`config.mk`:
```
export PLATFORM = sky130hd
export DESIGN_NAME = msd_decoder
export DESIGN_NICKNAME = d
export VERILOG_FILES = /design/src/logic/msd_pkg.sv /design/src/logic/msd_decoder.sv
export SDC_FILE = /design/constraint.sdc
export NUM_CORES = 1
export LEC_CHECK = 0
export BUFFER_PORTS_ARGS = -buffer_cell sky130_fd_sc_hd__buf_2
export CORE_MARGIN = 5
export CORE_UTILIZATION = 44
export DETAILED_ROUTE_END_ITERATION = 10
export PLACE_DENSITY = 0.78
export SLEW_MARGIN = 40
export SYNTH_ARGS = -nofsm -noshare
export SYNTH_HDL_FRONTEND = slang
export SYNTH_SLANG_ARGS = --single-unit
```
`constraint.sdc`:
```
create_clock -name core_clk -period 1.6 [get_ports core_clk]
set_input_delay 0.08 -clock core_clk [delete_from_list [all_inputs] [get_ports core_clk]]
set_output_delay 0.08 -clock core_clk [all_outputs]
set_load 0.01 [all_outputs]
```
`src/logic/msd_pkg.sv`:
```
// package for the memory space decoder: address map constants and space codes
// assumes a single core clock domain and a core that issues one access per cycle
// Behaviour
// 16-bit pc, only low 32k backed
// fetch starts at 0000h after reset
// fixed vectors, ext interrupt 11 at 000bh
// vectors 8 bytes apart, unused is code
// above 7fh direct hits sfr, indirect upper
// upper ram and sfr share 80h-ffh
// low 32 bytes: 4 banks of 8
// two psw bits select active bank
// 16 bytes above banks bit-addressable
// low 128 both modes, upper indirect only
// 256 bytes internal ram, also stack
// 768 bytes external ram, 27 display
// 16-bit external address from pointer pair
package msd_pkg;
  localparam int unsigned CODE_SIZE = 32768;
  localparam logic [15:0] RESET_VECTOR = 16'h0000;
  localparam logic [15:0] VECTOR_BASE = 16'h0003;
  localparam logic [15:0] EXT11_VECTOR = 16'h000b;
  localparam logic [15:0] VECTOR_STEP = 16'h0008;
  localparam logic [7:0] LOWER_TOP = 8'h7f;
  localparam logic [7:0] BANK_TOP = 8'h1f;
  localparam logic [7:0] BIT_AREA_BASE = 8'h20;
  localparam logic [7:0] BIT_AREA_TOP = 8'h2f;
  localparam int unsigned PSW_BANK_LSB = 3;
  localparam int unsigned EXT_RAM_SIZE = 768;
  localparam int unsigned DISPLAY_SIZE = 27;
  localparam logic [15:0] DISPLAY_BASE = 16'h0000;
  typedef enum logic [2:0] {
    MSD_NONE,
    MSD_LOWER_RAM,
    MSD_UPPER_RAM,
    MSD_SFR,
    MSD_BIT_AREA
  } msd_space_e;
endpackage

```
`src/logic/msd_decoder.sv`:
```
// memory space decoder: steers program, internal and external data addresses
// assumes the core drives request inputs synchronous to core_clk; outputs registered
`timescale 1ns/1ps
module msd_decoder #(
  parameter int unsigned VEC_COUNT = 32,
  parameter int unsigned EXT_RAM_BYTES = msd_pkg::EXT_RAM_SIZE
) (
  input wire logic core_clk,
  input wire logic sys_rst,
  input wire logic [15:0] pc_addr,
  input wire logic fetch_req,
  input wire logic irq_take,
  input wire logic [4:0] irq_index,
  input wire logic [7:0] data_addr,
  input wire logic data_req,
  input wire logic data_indirect,
  input wire logic data_is_bank_reg,
  input wire logic data_is_bit,
  input wire logic [7:0] psw,
  input wire logic [7:0] data_pointer_lo,
  input wire logic [7:0] data_pointer_hi,
  input wire logic xdata_req,
  output logic [15:0] fetch_addr,
  output logic code_hit,
  output logic code_miss,
  output logic [7:0] internal_data_ram_addr,
  output logic internal_data_ram_sel,
  output logic sfr_sel,
  output logic [7:0] sfr_addr,
  output logic [2:0] bit_pos,
  output logic [2:0] space,
  output logic [15:0] external_data_ram_addr,
  output logic external_data_ram_sel,
  output logic display_sel,
  output logic xdata_miss
);
  logic first_fetch;
  logic [1:0] bank_sel;
  logic [15:0] data_pointer_pair;

  function automatic logic [15:0] vec_addr(input logic [4:0] idx);
    vec_addr = msd_pkg::VECTOR_BASE + {8'h00, idx, 3'h0};
  endfunction

  function automatic logic [7:0] bank_addr(input logic [1:0] bk, input logic [2:0] r);
    bank_addr = {3'h0, bk, r};
  endfunction

  // limits are compared at 32 bits so a full 16-bit address cannot wrap
  function automatic logic in_range(input logic [15:0] a, input int unsigned lim);
    in_range = 32'(a) < lim;
  endfunction

  assign bank_sel = psw[msd_pkg::PSW_BANK_LSB +: 2];
  assign data_pointer_pair = {data_pointer_hi, data_pointer_lo};

  // first fetch after reset is forced to the reset vector regardless of pc
  always_ff @(posedge core_clk) begin
    if (sys_rst) begin
      first_fetch <= 1'b1;
    end else if (fetch_req) begin
      first_fetch <= 1'b0;
    end
  end

  // vectors sit inside ordinary code, so an unused one simply fetches as code
  always_ff @(posedge core_clk) begin
    if (sys_rst) begin
      fetch_addr <= msd_pkg::RESET_VECTOR;
      code_hit <= 1'b0;
      code_miss <= 1'b0;
    end else begin
      code_hit <= 1'b0;
      code_miss <= 1'b0;
      if (fetch_req) begin
        if (first_fetch) begin
          fetch_addr <= msd_pkg::RESET_VECTOR;
          code_hit <= 1'b1;
        end else if (irq_take && 32'(irq_index) < VEC_COUNT) begin
          fetch_addr <= vec_addr(irq_index);
          code_hit <= 1'b1;
        end else begin
          fetch_addr <= pc_addr;
          code_hit <= in_range(pc_addr, msd_pkg::CODE_SIZE);
          code_miss <= !in_range(pc_addr, msd_pkg::CODE_SIZE);
        end
      end
    end
  end

  // internal data steering; upper ram and sfr share addresses but not storage
  always_ff @(posedge core_clk) begin
    if (sys_rst) begin
      internal_data_ram_addr <= 8'h00;
      internal_data_ram_sel <= 1'b0;
      sfr_sel <= 1'b0;
      sfr_addr <= 8'h00;
      bit_pos <= 3'h0;
      space <= 3'(msd_pkg::MSD_NONE);
    end else begin
      internal_data_ram_sel <= 1'b0;
      sfr_sel <= 1'b0;
      space <= 3'(msd_pkg::MSD_NONE);
      if (data_req) begin
        if (data_is_bank_reg) begin
          internal_data_ram_addr <= bank_addr(bank_sel, data_addr[2:0]);
          internal_data_ram_sel <= 1'b1;
          space <= 3'(msd_pkg::MSD_LOWER_RAM);
        end else if (data_is_bit && data_addr <= msd_pkg::LOWER_TOP) begin
          internal_data_ram_addr <= msd_pkg::BIT_AREA_BASE + {4'h0, data_addr[6:3]};
          bit_pos <= data_addr[2:0];
          internal_data_ram_sel <= 1'b1;
          space <= 3'(msd_pkg::MSD_BIT_AREA);
        end else if (data_is_bit) begin
          sfr_addr <= {data_addr[7:3], 3'h0};
          bit_pos <= data_addr[2:0];
          sfr_sel <= 1'b1;
          space <= 3'(msd_pkg::MSD_SFR);
        end else if (data_addr <= msd_pkg::LOWER_TOP) begin
          internal_data_ram_addr <= data_addr;
          internal_data_ram_sel <= 1'b1;
          space <= 3'(msd_pkg::MSD_LOWER_RAM);
        end else if (data_indirect) begin
          internal_data_ram_addr <= data_addr;
          internal_data_ram_sel <= 1'b1;
          space <= 3'(msd_pkg::MSD_UPPER_RAM);
        end else begin
          sfr_addr <= data_addr;
          sfr_sel <= 1'b1;
          space <= 3'(msd_pkg::MSD_SFR);
        end
      end
    end
  end

  // external ram is separate from internal ram and code; out of range is flagged
  always_ff @(posedge core_clk) begin
    if (sys_rst) begin
      external_data_ram_addr <= 16'h0000;
      external_data_ram_sel <= 1'b0;
      display_sel <= 1'b0;
      xdata_miss <= 1'b0;
    end else begin
      external_data_ram_sel <= 1'b0;
      display_sel <= 1'b0;
      xdata_miss <= 1'b0;
      if (xdata_req) begin
        external_data_ram_addr <= data_pointer_pair;
        if (in_range(data_pointer_pair, EXT_RAM_BYTES)) begin
          external_data_ram_sel <= 1'b1;
          display_sel <= in_range(data_pointer_pair, msd_pkg::DISPLAY_SIZE);
        end else begin
          xdata_miss <= 1'b1;
        end
      end
    end
  end
endmodule

```
==> metrics.md, run 1 <==
| Metric | Value |
|---|---|
| First-pass GRT wire length | roughly 10,000 µm |
| Crit path max-delay family | buffers and inverters |
| Placement Cell Area | around 3000 µm² |
| VDD IR-drop max | between 0.0006 and 0.0007 V |
| Critical Path RT | 1.87 ns |
| Crit-path cells | dlygate4sd3_1, buf_2, or4_4, a2111oi_4, and3b_1, o2111a_1 |
| Seq cells post-synth | 62 |
| Post-layout util | 64.92% |
| Synth cell types | 28 |
| Met1 GRT Util | 20.32% |
| Crit path launch type | primary input |
| TritonCTS clock tree | yes |
| Mapped Area | 2349 µm² |
| Clock Pin Slew Worst Setup and Hold Paths | 0.06 ns |
| Seq/Total Area, Yosys | 52.85% |
| Slew @ Worst Pin | between 0.4 and 0.5 ns |
| Slew Viols, Final | 0 |
| Lkg Pwr | 0.001638 µW |
| DR pass1 iterations | 4 |
| Reg2Reg Capture Point | fetch_addr[13]$_SDFFE_PP0P_ |
| Fin crit period | 1.519 ns |
| Clk root buf | clkbuf_8 |
| RSZ-0062 raised after global routing | no |
| Detail Route Antenna Nets | 0 |
| Worst R2R Path Depth | 4 |
| Core ar. | 5140 µm² |
| Crit end category | flip-flop |
| Final TNS setup | 0 ns |
| Drt total wl | 5965 µm |
| Max Clk Rate | 0.6584 GHz |
| Yosys warns | 0 |
| Mean area per synthesized cell | 9.547 µm² |
| Primary FF master, synth | dfxtp_1 |
| Critical path depth | 6 |
| Arrival @ worst endpoint | 1.79 ns |
| CP Class | in -> reg |
| I/O pin total | 123 |
| Starting Density | 45.69% |
| HP Class | in -> reg |
| Post-Synthesis Cells | 246 |
| Async SR Flop Fraction | 0% |
| Clk_lat worst skew | 0.32 ns |
| Share of layout cells above drive strength 1 | 40.05% |
| Critical path origin | data_pointer_hi[5] |
| CTS buffer count | 9 |
| Status | complete, no violations |
| Iter 0 DRT Violations | 53 |
| Die height | between 80 and 90 µm |
| Reg2Reg Setup Slack | 0.62 ns |
| Hold Violations, Final | 0 |
| GRT Max-Usage Layer | met2 |
| Met3 Usage GRT | between 7 and 8% |
| Largest stage delay, worst path | 0.53 ns |
| EDFF count, synth | 0 |
| Slowest stage cell, crit path | dlygate4sd3_1 |
| Clk buf depth | 2 |
| Buf+Inv Stages, Crit Path | 2 |
| DR vias | approximately 2,100 |
| Worst Setup EP | display_sel$_SDFF_PP0_ |
| Final worst setup slack | 0.08123 ns |
| GP Congestion | 0.7902 |
| I/O Buffers | 116 |
| Setup violations, final | 0 |
| # H-tree levels | 3 |
| Max_cap viols | 0 |
| DR DRC count | 0 |
| Pre-CTS setup slack | ~0.10 ns |
| Wire per inst | approximately 13 µm |
| Synth area leaders | dfxtp_1 (53%), mux2i_1 (11%), nor2_1 (7.4%) |
| Area Growth Syn to Fin | 42.09% |
| Met2 global-route usage | about 30% |
| Reg2reg start | first_fetch$_SDFFE_PP1P_ |
| All-Layer GR Usage | around 18% |
| Pin count of the biggest net entering global routing | 27 |
| Nets@finish | 434 |
| Post-route cell area | 3337 µm² |
| Share of the synthesized area in the top cell type | 52.85% |
| Congestion Overflow GR | 0 |
| Syn Nets | 308 |
| Die width | about 83 µm |
| CTS sink cnt | 62 |
| Initial antenna violation count | 0 |
| Worst hold path cell count | 3 |
| Ant. Diodes | 0 |
| Final HPWL DP | between 4000 and 5000 µm |
| Fillers | roughly 460 |
| Overall power | 3745 µW |
| Period utilisation layout | about 95% |
| Vias in the first global route | 2,251 |
| Site Rows | 26 |
| Setup bufs post-CTS | 0 |
| Critical-path maximum fanout | 2 |
| Most frequent cells in the layout | buf_2 (116), dfxtp_1 (62), nor2_1 (46), mux2i_1 (26), a21oi_1 (21) |
| Power Density | 1122 nW/µm² |
| Die area | 6899 µm² |
| Routed vias/inst | 4.805 |
| Clk_skew | 0.004707 ns |
| Most common cell after layout, fill and taps aside | buf_2 |
| Synth area leader | dfxtp_1 |
| Rel. slew slack | 67.56% |
[metrics by stage]
| step | hold WS [ns] | cells |
|---|---|---|
| after global routing | 0.01165 | 447 |
| after floorplan | 0.1700 | 246 |
| final | 0.01934 | 447 |
| after detailed placement | 0.2974 | 425 |
| after global placement | 0.2867 | 425 |
| after CTS | 0.004069 | 447 |
[Yosys cell counts (all sizes together) (2+ instances only)]
cell,count
nor3b,3
inv,2
nand2,17
nand3,10
clkbuf,11
nor2,46
or3b,3
nor2b,4
dfxtp,62
nor3,5
nand2b,5
mux2,6
a21oi,21
buf,4
a22oi,5
a211oi,5
mux2i,26
[timing repair]
item | in CTS | in global routing
resized for setup | 0 | 0
hold endpoints to repair | 7 | 0
hold buffers | 6 | 0
setup endpoints to repair | 0 | 1
[where the power goes]
part	internal, µW	switching [µW]	total [µW]
Sequential	1610	29.8	1640
Clock	1120	559	1680
Combinational	200	223	423
[registers in the layout, summed over array words and instances, names as in the netlist, 3 cells and up]
signal / flops
bit_pos: 3
external_data_ram_addr: 16
fetch_addr: 16
internal_data_ram_addr: 8
sfr_addr: 8
space: 3
[cell families after synthesis]
group                  Yosys count  share of synthesized area [%]
and+or+nand+nor                 98                          19.61
DFF                             62                          52.85
AOI/OAI and AO/OA               37                          10.66
muxes                           32                          13.96
buffers and inverters           17                          2.930
[area by class of cell]
class                           instances  area (µm²)  share of cell area [%]
Clock inverter                          3       90.09                   2.700
Inverter                                2       7.507                  0.2250
Multi-Input combinational cell        167        1039                   31.12
Tap cell                               70       87.58                   2.625
Clock buffer                           13       158.9                   4.762
Timing Repair Buffer                  130       713.2                   21.37
Sequential cell                        62        1241                   37.20
[layer usage]
metal,up-vias,share of wire (%)
li1,1102,-
met1,966,42
met2,73,48
met3,7,8.3
met4,0,1.0
met5,-,0
[worst reg2reg max path, delay by kind of cell (launching register included)]
kind,cells,cell delay (ns)
AND/OR/NAND/NOR,2,0.22
AO/OA/AOI/OAI,1,0.16
buffers and inverters,1,0.19
flip-flops,1,0.34
[worst min-delay path by stage]
| stage | endpoint | start |
|---|---|---|
| 6_report | external_data_ram_addr[4]$_SDFFE_PP0P_ | data_pointer_lo[4] |
| 5_1_grt | external_data_ram_addr[0]$_SDFFE_PP0P_ | data_pointer_lo[0] |
| 4_1_cts | external_data_ram_addr[4]$_SDFFE_PP0P_ | data_pointer_lo[4] |
| 3_5_place_dp | code_hit$_SDFF_PP0_ | pc_addr[15] |
| 3_3_place_gp | code_hit$_SDFF_PP0_ | pc_addr[15] |
| 2_1_floorplan | code_hit$_SDFF_PP0_ | pc_addr[15] |
(Power assumes the default switching activity.)
==> inputs of run 2 (changes only) <==
Settings changed: ABC_AREA from default to 1, CORE_UTILIZATION 44 to 30, PLACE_DENSITY 0.78 to default, PLACE_DENSITY_LB_ADDON from default to 0.2.
==> run 2 against run 1 <==
Worst setup slack better by 0.20 ns. Routed wire length up 21%. Clock power up 10%. Combinational power up 17%. Die area up 48%. Critical path type unchanged. Largest power group unchanged.
==> metrics.md, run 2 <==
| Metric | Value |
|---|---|
| Setup bufs post-CTS | 0 (unchanged) |
| RSZ-0062 raised after global routing | no |
| Initial antenna violation count | 0 (unchanged) |
| Routed vias/inst | 4.363 (-9.2%) |
| Seq/Total Area, Yosys | 49.72% (-3.1 points) |
| Lkg Pwr | 0.001875 µW (+14%) |
| Max Clk Rate | 0.7582 GHz (+15%) |
| Biggest regs | external_data_ram_addr: 16 flops, fetch_addr: 16 flops |
| Final TNS setup | 0 ns (unchanged) |
| Period utilisation layout | 82.43% (-12 points) |
| Post-route cell area | 3661 µm² (+9.7%) |
| Seq cells post-synth | 62 (unchanged) |
| Nets@finish | 533 (+23%) |
| Site Rows | 33 (+27%) |
| Fillers | 864 (+89%) |
| Die area | 10,240 µm² (+48%) |
| I/O Buffers | 116 (unchanged) |
| Most common cell after layout, fill and taps aside | buf_2 |
| Pin count of the biggest net entering global routing | 21 (-22%) |
| Final HPWL DP | 5286 µm (+19%) |
| Clock Pin Slew Worst Setup and Hold Paths | 0.07 ns (about the same) |
| Switch share | 24.04% (+2.4 points) |
| Core ar. | 8175 µm² (+59%) |
| Iter 0 DRT Violations | 70 (+32%) |
| Number of gates resized after CTS | 0 (unchanged) |
| CTS buffer count | 9 (unchanged) |
| # H-tree levels | 3 (unchanged) |
| Vias in the first global route | 2,487 (+10%) |
| Async SR Flop Fraction | 0% (unchanged) |
| I/O pin total | 123 (unchanged) |
| Clk root buf | clkbuf_8 |
| CTS sink cnt | 62 (unchanged) |
| Die height | 101.2 µm (+22%) |
| Arrival @ worst endpoint | 1.59 ns (-0.20 ns) |
| Critical Path RT | 1.87 ns (about the same) |
| Detail Route Antenna Nets | 0 (unchanged) |
| Post-Synthesis Cells | 329 (+34%) |
| Most frequent cells in the layout | buf_2 (116), nand2_1 (72), dfxtp_1 (62), nor2_1 (61), o21ai_0 (29) |
| Mapped Area | 2496 µm² (+6.3%) |
| VDD IR-drop max | 0.0004460 V (-33%) |
| TritonCTS clock tree | yes |
| Reg power frac | 41.3% (-2.5 points) |
| GP Congestion | 0.8040 (+1.7%) |
| Slew Viols, Final | 0 (unchanged) |
| Largest stage delay, worst path | 0.54 ns (about the same) |
| Max_cap viols | 0 (unchanged) |
| Slowest stage cell, crit path | dlygate4sd3_1 |
| Logic pwr share | 12.3% (+1.0 points) |
| Status | complete, no violations |
| Synth area leader | dfxtp_1 |
| Post-synth top cells | nand2_1 (72), dfxtp_1 (62), nor2_1 (61) |
| DR pass1 iterations | 4 (unchanged) |
| Placement Cell Area | 3141 µm² (+3.7%) |
| Net Sw Power | 961.6 µW (+18%) |
| HP Class | in -> reg |
| Crit-path cells | dlygate4sd3_1, buf_2, inv_2, nor3_2, nand2_1, a21oi_1 |
| EDFF count, synth | 0 (unchanged) |
| Crit path launch type | primary input |
| Crit end category | flip-flop |
| Synth cell types | 26 (-7.1%) |
| Hold Slack | 0.01353 ns (-0.005812 ns) |
| Primary FF master, synth | dfxtp_1 |
| Clk buf depth | 2 (unchanged) |
| DR vias | 2,535 (+18%) |
| CP Class | in -> reg |
| Hold-fix buffers, CTS | 25 (+19) |
| Hold Violations, Final | 0 (unchanged) |
| Die width | 101.2 µm (+22%) |
| Share of layout cells above drive strength 1 | 32.56% (-7.5 points) |
| Congestion Overflow GR | 0 (unchanged) |
| Clk_lat worst skew | 0.33 ns (about the same) |
| Synth area leaders | dfxtp_1 (50%), nand2_1 (11%), nor2_1 (9.2%) |
| Drt total wl | 7227 µm (+21%) |
| Clock Power Share | 46.3% (+1.4 points) |
| Wire per inst | 12.44 µm (-6.8%) |
| Rel. slew slack | 63.20% (-4.4 points) |
| Yosys warns | 0 (unchanged) |
| DR DRC count | 0 (unchanged) |
| Area Growth Syn to Fin | 46.67% |
| Top-count cell post-synth | nand2_1 |
| Slew @ Worst Pin | 0.5489 ns (+0.06242 ns) |
| Clk_skew | 0.004913 ns (+0.0002055 ns) |
| P_int | 3038 µW (+3.6%) |
| Power Density | 1092 nW/µm² (-2.6%) |
| Share of the synthesized area in the top cell type | 49.72% (-3.1 points) |
| Critical-path maximum fanout | 18 (+16) |
| Fin crit period | 1.319 ns (-0.1998 ns) |
| Setup violations, final | 0 (unchanged) |
| Starting Density | 30.53% (-15 points) |
| Syn Nets | 391 (+27%) |
| All-Layer GR Usage | 14.12% (-3.8 points) |
| First-pass GRT wire length | 11,570 µm (+13%) |
| Ant. Diodes | 0 (unchanged) |
| Overall power | 4000 µW (+6.8%) |
| Mean area per synthesized cell | 7.587 µm² (-21%) |
-- run 2: cells by family (layout without fill, tap and decap cells) --
family	count (synthesis)	after routing	share of synthesized area [%]
AND/OR/NAND/NOR	167	167	29.98
flip-flops	62	62	49.72
AO/OA/AOI/OAI	58	58	12.33
buffers and inverters	42	189	7.969
-- run 2: area by class of cell --
cell class,instances,area [µm²],share of cell area [%]
inverters,29,108.9,2.973
multi-input cells,225,1056,28.84
clock buffers,9,123.9,3.383
clock inverters,7,146.4,3.999
well taps,105,131.4,3.589
repair buffers,144,853.3,23.31
flip-flops and latches,62,1241,33.90
-- run 2: worst paths after layout --
check | end | slack, ns | start | depth (start not counted)
setup reg to reg | fetch_addr[2]$_SDFFE_PP0P_ | 0.47 | first_fetch$_SDFFE_PP1P_ | 3
hold reg to reg | sfr_addr[7]$_SDFFE_PP0P_ | 0.46 | sfr_addr[7]$_SDFFE_PP0P_ | 2
hold / removal | external_data_ram_addr[3]$_SDFFE_PP0P_ | 0.01 | data_pointer_lo[3] | 3
setup / recovery | fetch_addr[2]$_SDFFE_PP0P_ | 0.28 | fetch_req | 6
-- run 2: per-layer routing --
| metal | track usage [%] | part of all wire (%) | vias up |
|---|---|---|---|
| met3 | 3.375 | 6.5 | 7 |
| li1 | - | - | 1330 |
| met1 | 18.39 | 47 | 1125 |
| met2 | 22.38 | 45 | 73 |
| met5 | 0 | 0 | - |
| met4 | 5.930 | 1.1 | 0 |
-- run 2: power by group through the flow --
stage / combinational (µW) / sequential, µW / clock, µW
floorplan: 217 / 1720 / 0
global placement: 448 / 1690 / 0
detailed placement: 451 / 1690 / 0
CTS: 501 / 1650 / 1900
global route: 556 / 1660 / 1970
finish: 494 / 1650 / 1850
-- run 2: metrics by stage --
stage / worst slack [ns] / util (%) / std cells
final: 0.2810 / 44.78 / 581
after global routing: 0.07468 / 44.78 / 581
after CTS: 0.2668 / 44.78 / 581
after detailed placement: 0.4531 / 38.41 / 540
after global placement: 0.4719 / 38.41 / 540
after floorplan: 0.6918 / - / 329
-- run 2: critical path, delay by kind of cell --
family / cells / cell delay [ns]
and+or+nand+nor: 2 / 0.56
AOI/OAI and AO/OA: 1 / 0.14
buffers and inverters: 3 / 0.80
